<file path="config.mk">
export PLATFORM = sky130hd
export DESIGN_NAME = rtc_calendar
export DESIGN_NICKNAME = d
export VERILOG_FILES = /design/src/design/rtc_pkg.sv /design/src/design/rtc_tick_gen.sv /design/src/design/rtc_calendar.sv
export VERILOG_INCLUDE_DIRS = /design/src /design/src/design
export SDC_FILE = /design/constraint.sdc
export NUM_CORES = 1
export LEC_CHECK = 0
export ABC_AREA = 1
export BUFFER_PORTS_ARGS = -buffer_cell sky130_fd_sc_hd__buf_2
export CORE_ASPECT_RATIO = 1.25
export CORE_MARGIN = 10
export CORE_UTILIZATION = 49
export DETAILED_ROUTE_END_ITERATION = 7
export PLACE_DENSITY = 0.89
export SETUP_SLACK_MARGIN = 0.05
export SLEW_MARGIN = 20
export SYNTH_ARGS = -nofsm -noshare
export SYNTH_HDL_FRONTEND = slang
export SYNTH_SLANG_ARGS = --single-unit
</file>
<file path="constraint.sdc">
create_clock -name ref_clk -period 2.1 [get_ports ref_clk]
set_input_delay 0 -clock ref_clk [delete_from_list [all_inputs] [get_ports ref_clk]]
set_output_delay 0 -clock ref_clk [all_outputs]
set_load 0.02 [all_outputs]
</file>
<file path="src/design/rtc_regs.svh">
// timing counts and reset values for the calendar clock
`ifndef RTC_REGS_SVH
`define RTC_REGS_SVH

// ref_clk figures
`define REF_CLK_PERIOD_NS      40
// low-speed oscillator edges per fine wakeup step (61 us), minus one
`define FINE_STEP_LAST         1'h1
// low-speed oscillator edges per second, minus one
`define SECOND_LAST            15'h7FFF

// wakeup tick selections
`define WAKE_SEL_FINE          2'h0
`define WAKE_SEL_SECOND        2'h1
`define WAKE_SEL_SECOND_LONG   2'h2

// calendar limits, BCD
`define SEC_LAST               8'h59
`define MIN_LAST               8'h59
`define HOUR24_LAST            8'h23
`define HOUR12_TOP             8'h12
`define HOUR12_PM_TURN         8'h11
`define WEEKDAY_FIRST          8'h01
`define WEEKDAY_LAST           8'h07
`define DATE_FIRST             8'h01
`define MONTH_FIRST            8'h01
`define MONTH_LAST             8'h12
`define YEAR_LAST              8'h99
`define FEBRUARY               8'h02

// reset values of the calendar, BCD
`define RST_YEAR               8'h00
`define RST_MONTH              5'h01
`define RST_DATE               6'h01
`define RST_WEEKDAY            3'h1
`define RST_HOUR               6'h00

`endif

</file>
<file path="src/design/rtc_pkg.sv">
// types shared by the calendar clock
`default_nettype none
package rtc_pkg;

   // current or alarm calendar, all fields BCD
   typedef struct packed {
      logic [7:0] year;
      logic [4:0] month;
      logic [5:0] date;
      logic [2:0] weekday;
      logic       pm;
      logic [5:0] hour;
      logic [6:0] minute;
      logic [6:0] second;
   } calendar_t;

   // set bit excludes the field from the alarm compare
   typedef struct packed {
      logic year;
      logic month;
      logic date;
      logic weekday;
      logic hour;
      logic minute;
      logic second;
   } alarm_mask_t;

   typedef enum logic [1:0] {
      WAKE_IDLE,
      WAKE_RUN
   } wake_state_t;

endpackage

`default_nettype wire

</file>
<file path="src/design/rtc_tick_gen.sv">
// low-speed oscillator synchroniser and tick dividers
`timescale 1ns/10ps
`default_nettype none
`include "rtc_regs.svh"

module rtc_tick_gen (
   input  wire logic ref_clk,
   input  wire logic nrst,
   input  wire logic low_speed_external_osc,
   output logic      fine_tick,
   output logic      second_tick
);

   logic        osc_meta_reg;
   logic        osc_sync_reg;
   logic        osc_last_reg;
   logic        fine_cnt_reg;
   logic [14:0] sec_cnt_reg;
   logic        osc_rise;

   // ***********************************
   // two-flop synchroniser
   // ***********************************
   always_ff @(posedge ref_clk) begin
      if (!nrst) begin
         osc_meta_reg <= 1'b0;
         osc_sync_reg <= 1'b0;
         osc_last_reg <= 1'b0;
      end else begin
         osc_meta_reg <= low_speed_external_osc;
         osc_sync_reg <= osc_meta_reg;
         osc_last_reg <= osc_sync_reg;
      end
   end

   assign osc_rise = osc_sync_reg & ~osc_last_reg;

   // ***********************************
   // dividers
   // ***********************************
   always_ff @(posedge ref_clk) begin
      if (!nrst) begin
         fine_cnt_reg <= 1'b0;
         sec_cnt_reg  <= 15'h0000;
         fine_tick    <= 1'b0;
         second_tick  <= 1'b0;
      end else begin
         fine_tick   <= osc_rise && (fine_cnt_reg == `FINE_STEP_LAST);
         second_tick <= osc_rise && (sec_cnt_reg == `SECOND_LAST);
         if (osc_rise) begin
            fine_cnt_reg <= fine_cnt_reg + 1'b1;
            sec_cnt_reg  <= sec_cnt_reg + 15'h0001;
         end
      end
   end

endmodule // rtc_tick_gen

`default_nettype wire

</file>
<file path="src/design/rtc_calendar.sv">
// BCD calendar clock with alarm and periodic wakeup
`timescale 1ns/10ps
`default_nettype none
`include "rtc_regs.svh"

// Behaviour
// - keep seconds to year as BCD in the calendar fields.
// - hours count in 12-hour form with pm bit, or 24-hour form.
// - month end follows month length, February 29 days in leap years.
// - alarm and periodic wakeup both raise the wake request.
// - fine wakeup steps of 61 us give 61 us to about 4 s.
// - one-second wakeup steps with a long range reach 36 hours.
// - masking fields gives alarms repeating each second up to each year.
module rtc_calendar (
   input  wire logic                  ref_clk,
   input  wire logic                  nrst,
   input  wire logic                  low_speed_external_osc,
   input  wire logic                  hour_12_mode,
   input  wire logic                  set_time,
   input  wire rtc_pkg::calendar_t    set_value,
   input  wire logic                  alarm_enable,
   input  wire rtc_pkg::calendar_t    alarm_value,
   input  wire rtc_pkg::alarm_mask_t  alarm_mask,
   input  wire logic                  alarm_clear,
   input  wire logic                  wakeup_enable,
   input  wire logic [1:0]            wakeup_sel,
   input  wire logic [15:0]           wakeup_reload,
   input  wire logic                  wakeup_clear,
   output rtc_pkg::calendar_t         now_reg,
   output logic                       alarm_flag_reg,
   output logic                       wakeup_flag_reg,
   output logic                       wake_req_reg
);
   import rtc_pkg::*;

   logic         fine_tick;
   logic         second_tick;
   logic         sec_done_reg;
   calendar_t    now_next;
   wake_state_t  wake_state_reg;
   logic [16:0]  wake_cnt_reg;
   logic         wake_tick;
   logic         wake_fire;
   logic         alarm_hit;

   // ***********************************
   // BCD helpers
   // ***********************************
   function automatic logic [7:0] bcd_step(input logic [7:0] v,
                                           input logic [7:0] last,
                                           input logic [7:0] first);
      if (v >= last)
         bcd_step = first;
      else if (v[3:0] == 4'h9)
         bcd_step = {v[7:4] + 4'h1, 4'h0};
      else
         bcd_step = v + 8'h01;
   endfunction

   function automatic logic [7:0] month_last(input logic [7:0] month,
                                             input logic [7:0] year);
      logic leap;
      // year divisible by four: odd tens digit needs units 2 or 6
      leap = year[4] ? (year[3:0] == 4'h2 || year[3:0] == 4'h6)
                     : (year[3:0] == 4'h0 || year[3:0] == 4'h4 || year[3:0] == 4'h8);
      if (month == `FEBRUARY)
         month_last = leap ? 8'h29 : 8'h28;
      else if (month == 8'h04 || month == 8'h06 || month == 8'h09 || month == 8'h11)
         month_last = 8'h30;
      else
         month_last = 8'h31;
   endfunction

   function automatic logic [16:0] wake_load(input logic [1:0]  sel,
                                             input logic [15:0] reload);
      wake_load = {sel == `WAKE_SEL_SECOND_LONG, reload};
   endfunction

   rtc_tick_gen u_tick (
      .ref_clk                (ref_clk),
      .nrst                   (nrst),
      .low_speed_external_osc (low_speed_external_osc),
      .fine_tick              (fine_tick),
      .second_tick            (second_tick)
   );

   // ***********************************
   // calendar rollover
   // ***********************************
   always_comb begin
      logic [7:0] hr;
      logic       day_carry;
      logic [7:0] dlast;
      hr        = {2'b00, now_reg.hour};
      day_carry = 1'b0;
      dlast     = month_last({3'b000, now_reg.month}, now_reg.year);
      now_next  = now_reg;
      now_next.second = 7'(bcd_step({1'b0, now_reg.second}, `SEC_LAST, 8'h00));
      if (now_reg.second == `SEC_LAST) begin
         now_next.minute = 7'(bcd_step({1'b0, now_reg.minute}, `MIN_LAST, 8'h00));
         if (now_reg.minute == `MIN_LAST) begin
            if (hour_12_mode) begin
               if (hr == `HOUR12_TOP)
                  now_next.hour = 6'h01;
               else
                  now_next.hour = 6'(bcd_step(hr, `HOUR12_TOP, 8'h01));
               // 11 to 12 flips am/pm; 11 pm to 12 am starts a new day
               if (hr == `HOUR12_PM_TURN) begin
                  now_next.pm = ~now_reg.pm;
                  day_carry   = now_reg.pm;
               end
            end else begin
               now_next.hour = 6'(bcd_step(hr, `HOUR24_LAST, 8'h00));
               now_next.pm   = 1'b0;
               day_carry     = (hr == `HOUR24_LAST);
            end
         end
      end
      if (day_carry) begin
         now_next.weekday = 3'(bcd_step({5'h00, now_reg.weekday}, `WEEKDAY_LAST,
                                        `WEEKDAY_FIRST));
         now_next.date    = 6'(bcd_step({2'b00, now_reg.date}, dlast, `DATE_FIRST));
         if ({2'b00, now_reg.date} >= dlast) begin
            now_next.month = 5'(bcd_step({3'b000, now_reg.month}, `MONTH_LAST, `MONTH_FIRST));
            if ({3'b000, now_reg.month} == `MONTH_LAST)
               now_next.year = bcd_step(now_reg.year, `YEAR_LAST, 8'h00);
         end
      end
   end

   always_ff @(posedge ref_clk) begin
      if (!nrst) begin
         now_reg <= '{year: `RST_YEAR, month: `RST_MONTH, date: `RST_DATE,
                      weekday: `RST_WEEKDAY, pm: 1'b0, hour: `RST_HOUR,
                      minute: 7'h00, second: 7'h00};
      end else if (set_time) begin
         now_reg <= set_value;
      end else if (second_tick) begin
         now_reg <= now_next;
      end
   end

   // ***********************************
   // alarm
   // ***********************************
   always_comb begin
      alarm_hit = (alarm_mask.second  || alarm_value.second  == now_reg.second)  &&
                  (alarm_mask.minute  || alarm_value.minute  == now_reg.minute)  &&
                  (alarm_mask.hour    || (alarm_value.hour   == now_reg.hour &&
                                          alarm_value.pm     == now_reg.pm))     &&
                  (alarm_mask.weekday || alarm_value.weekday == now_reg.weekday) &&
                  (alarm_mask.date    || alarm_value.date    == now_reg.date)    &&
                  (alarm_mask.month   || alarm_value.month   == now_reg.month)   &&
                  (alarm_mask.year    || alarm_value.year    == now_reg.year);
   end

   always_ff @(posedge ref_clk) begin
      if (!nrst) begin
         sec_done_reg   <= 1'b0;
         alarm_flag_reg <= 1'b0;
      end else begin
         sec_done_reg <= second_tick && !set_time;
         // compare once per second so masked fields give repeating alarms
         if (sec_done_reg && alarm_enable && alarm_hit)
            alarm_flag_reg <= 1'b1;
         else if (alarm_clear)
            alarm_flag_reg <= 1'b0;
      end
   end

   // ***********************************
   // periodic wakeup
   // ***********************************
   assign wake_tick = (wakeup_sel == `WAKE_SEL_FINE) ? fine_tick : second_tick;
   assign wake_fire = (wake_state_reg == WAKE_RUN) && wake_tick && (wake_cnt_reg == 17'h00000);

   always_ff @(posedge ref_clk) begin
      if (!nrst) begin
         wake_state_reg <= WAKE_IDLE;
         wake_cnt_reg   <= 17'h00000;
      end else begin
         case (wake_state_reg)
            WAKE_IDLE: begin
               if (wakeup_enable) begin
                  wake_state_reg <= WAKE_RUN;
                  wake_cnt_reg   <= wake_load(wakeup_sel, wakeup_reload);
               end
            end
            WAKE_RUN: begin
               // step tick at zero raises the flag and reloads
               if (!wakeup_enable)
                  wake_state_reg <= WAKE_IDLE;
               else if (wake_fire)
                  wake_cnt_reg <= wake_load(wakeup_sel, wakeup_reload);
               else if (wake_tick)
                  wake_cnt_reg <= wake_cnt_reg - 17'h00001;
            end
            default: wake_state_reg <= WAKE_IDLE;
         endcase
      end
   end

   always_ff @(posedge ref_clk) begin
      if (!nrst) begin
         wakeup_flag_reg <= 1'b0;
      end else if (wake_fire) begin
         wakeup_flag_reg <= 1'b1;
      end else if (wakeup_clear) begin
         wakeup_flag_reg <= 1'b0;
      end
   end

   always_ff @(posedge ref_clk) begin
      if (!nrst)
         wake_req_reg <= 1'b0;
      else
         wake_req_reg <= alarm_flag_reg || wakeup_flag_reg;
   end

endmodule // rtc_calendar

`default_nettype wire

</file>
==> impl_metrics.ini <==
[power]
powerDensity_nw_per_um2 = 758
switching_share_pct = 38.4
pwr-share-clk_pct = 27.9
p_comb_share_pct = 39.3
ir_worst_vdd_mv = 0.543
p_int_uw = 3900
switching_power_uw = 2430
p_leak_uw = 0.00418
pwr-share-seq_pct = 32.8

[grt]
antenna_found_initial = 2
grt_usage_pct = 21.8
grt_remaining_overflow = 0
grt_pass1_wl_um = 32700
grt_pass1_vias = 7032
grt_max_degree = 43

[critical_path]
cp.required_ns = 2.38
crit_arrival_ns = 2.53
start_kind = flip-flop
critPathMaxFanout = 6
path_class = flip-flop to flip-flop
reg2reg_from = now_reg[32]
end_kind = flip-flop
startpoint = now_reg[32]
reg2regPathDepth = 14

[sta]
worst_slack_ns = -0.149
finalClockSkew_ns = 0.00933
min_period_over_period_pct = 107
rsz0062_at_grt = true
slew_headroom_pct = 47.8
final_hold_viol_count = 0
setup_viol = 19
min_period_ns = 2.25
tightest_slew_ns = 0.777
maxSlewViolCount = 0
max_freq_mhz = 445

[synthesis]
synth_most_common_cell = nand2_1
synth_cell_type_count = 41
postSynthCellCount = 1013
ys_seq_area_share_pct = 27.8
syn_avg_cell_area_um2 = 6.12
synthDominantCellAreaShare_pct = 27.8
ys_seq_elements = 86
synth.area.top_cells = dfxtp_1 (28%), nand2_1 (17%), nor2_1 (8.0%)
yosysWarningCount = 0
ys.flop_type = dfxtp_1
synthesis.nets = 1157
synth_top_area_cell = dfxtp_1
ys_top_cells_by_count = nand2_1 (275), nor2_1 (132), inv_1 (130)
synthArstFlopShare_pct = 0
syn_area_um2 = 6200
synth_edf_count = 0

[routing]
drt_iter0_markers = 670
via_per_inst = 5.30
dr.pass1.iters = 5
drt-total-wl_um = 20500
drc_errors = 0
wl_per_cell_um = 14.5
ant_nets = 0
via_count = 7523

[die]
die_area_um2 = 17600
dieHeight_um = 146
rows = 45
start_util_pct = 50.5
core_um2 = 12300
io_pins = 166
die_w_um = 121

[finish]
syn2layout_area_growth_pct = 34.6
drive_above_1_share_pct = 23.5
n_fill_cell = 981
fin_nets = 1393
fin_util_pct = 68.0
largest_reg_flops = 43

[status]
status = finished, violations left
violations = setup timing

[clock_network]
cts_made_buffers = 9
tritoncts = done
cts_root_buf = clkbuf_16
clk_pin_slew_ns = 0.07
cts_max_path_buffers = 2
cts_sinks = 86
insertion_delay_ns = 0.34
cts_max_level = 3

[placed_design]
io_buffers = 165
post-dp-hpwl_um = 14500
pre_cts_ws_ns = -0.144
routabilityCongestion = 0.899

[run]
drv_cap = 0

[hold_path]
holdPathStages = 5
hold_start = set_value[8]
hp-class = input port to flip-flop
-- final timing paths --
check	to	slack (ns)
worst min-delay path	now_reg[8]	0.002
worst max register to register	now_reg[27]	-0.15
worst max-delay path	now_reg[27]	-0.15
worst min register to register	u_tick.osc_sync_reg	0.41
-- kinds of logic after synthesis --
| kind of cell | after synthesis | share of synthesized area, % |
|---|---|---|
| and+or+nand+nor | 530 | 36.0 |
| DFF | 86 | 27.8 |
| buffers and inverters | 165 | 10.5 |
| AOI/OAI and AO/OA | 159 | 13.9 |
| adders and majority gates | 24 | 4.84 |
| xor gates and xnor gates | 49 | 6.92 |
-- placed cells by master (no fill, tap or decap), drive strengths merged, types with 4 or more instances in the layout --
master,synthesis,routed
or2,4,4
nand3b,4,4
nand4,12,12
inv,137,139
nor2,139,139
nor3,14,14
dlygate4sd3,0,34
buf,15,217
xnor2,22,22
nand2,281,281
xor2,27,27
clkbuf,12,11
dfxtp,86,86
ha,24,24
a21oi,64,64
a22oi,10,10
nand3,73,74
o21ai,71,71
-- power groups by stage --
| stage | registers (µW) | logic [µW] | clock network [µW] |
|---|---|---|---|
| CTS | 2070 | 2430 | 1780 |
| global placement | 2090 | 2290 | 0 |
| global route | 2110 | 2800 | 1840 |
| floorplan | 2130 | 1720 | 0 |
| finish | 2080 | 2490 | 1770 |
| detailed placement | 2100 | 2340 | 0 |
-- layer usage --
metal / routed length, µm / vias up / track usage [%]
met5: 0 / - / 0
met4: 830 / 0 / 10.1
met3: 1890 / 75 / 6.32
met2: 9810 / 329 / 36.6
met1: 8000 / 3410 / 24.8
li1: - / 3709 / -
-- worst max-delay path: stages (launching register included) --
cell and delay [ns]:
dfxtp_4 0.36, nor2_4 0.11, nand3_4 0.09, nor2_4 0.11, inv_2 0.07, ha_1 0.30, a21oi_1 0.23, o21ai_1 0.11
nand2_1 0.07, nand4_1 0.10, buf_6 0.19, buf_6 0.14, o21ai_2 0.16, nor2_2 0.05, nor2_1 0.08
-- through the flow --
step	instances	cell area (µm²)	TNS (ns)	total power [µW]	hold WS, ns
6_report	1420	8350	-2.05	6330	0.00245
5_1_grt	1420	8350	-4.13	6750	0.0189
4_1_cts	1417	8230	-0.267	6280	0.0000113
3_3_place_gp	1362	7480	-0.915	4380	0.189
3_5_place_dp	1362	7480	-2.20	4440	0.188
2_1_floorplan	1013	6250	-0.275	3850	0.0976
-- layout make-up --
type                    count  area [µm²]  share of cell area (%)
clock buffers              11         243                    2.91
well taps                 164         205                    2.46
flip-flops and latches     86        1740                    20.8
repair buffers            251        1570                    18.8
multi-input cells         763        3990                    47.8
diodes                      2        5.00                  0.0599
inverters                 138         520                    6.23
clock inverters             5        80.1                   0.959
-- what timing repair did --
item | in CTS | in global routing
cloned | 1 | 0
setup buffers | 4 | 1
pin swaps | 13 | 6
gates resized for setup | 16 | 27
endpoints found under the setup margin | 19 | 22
hold endpoints to repair | 34 | 0
hold buffers | 34 | 0
No activity file was read; power rests on OpenSTA's default activity.
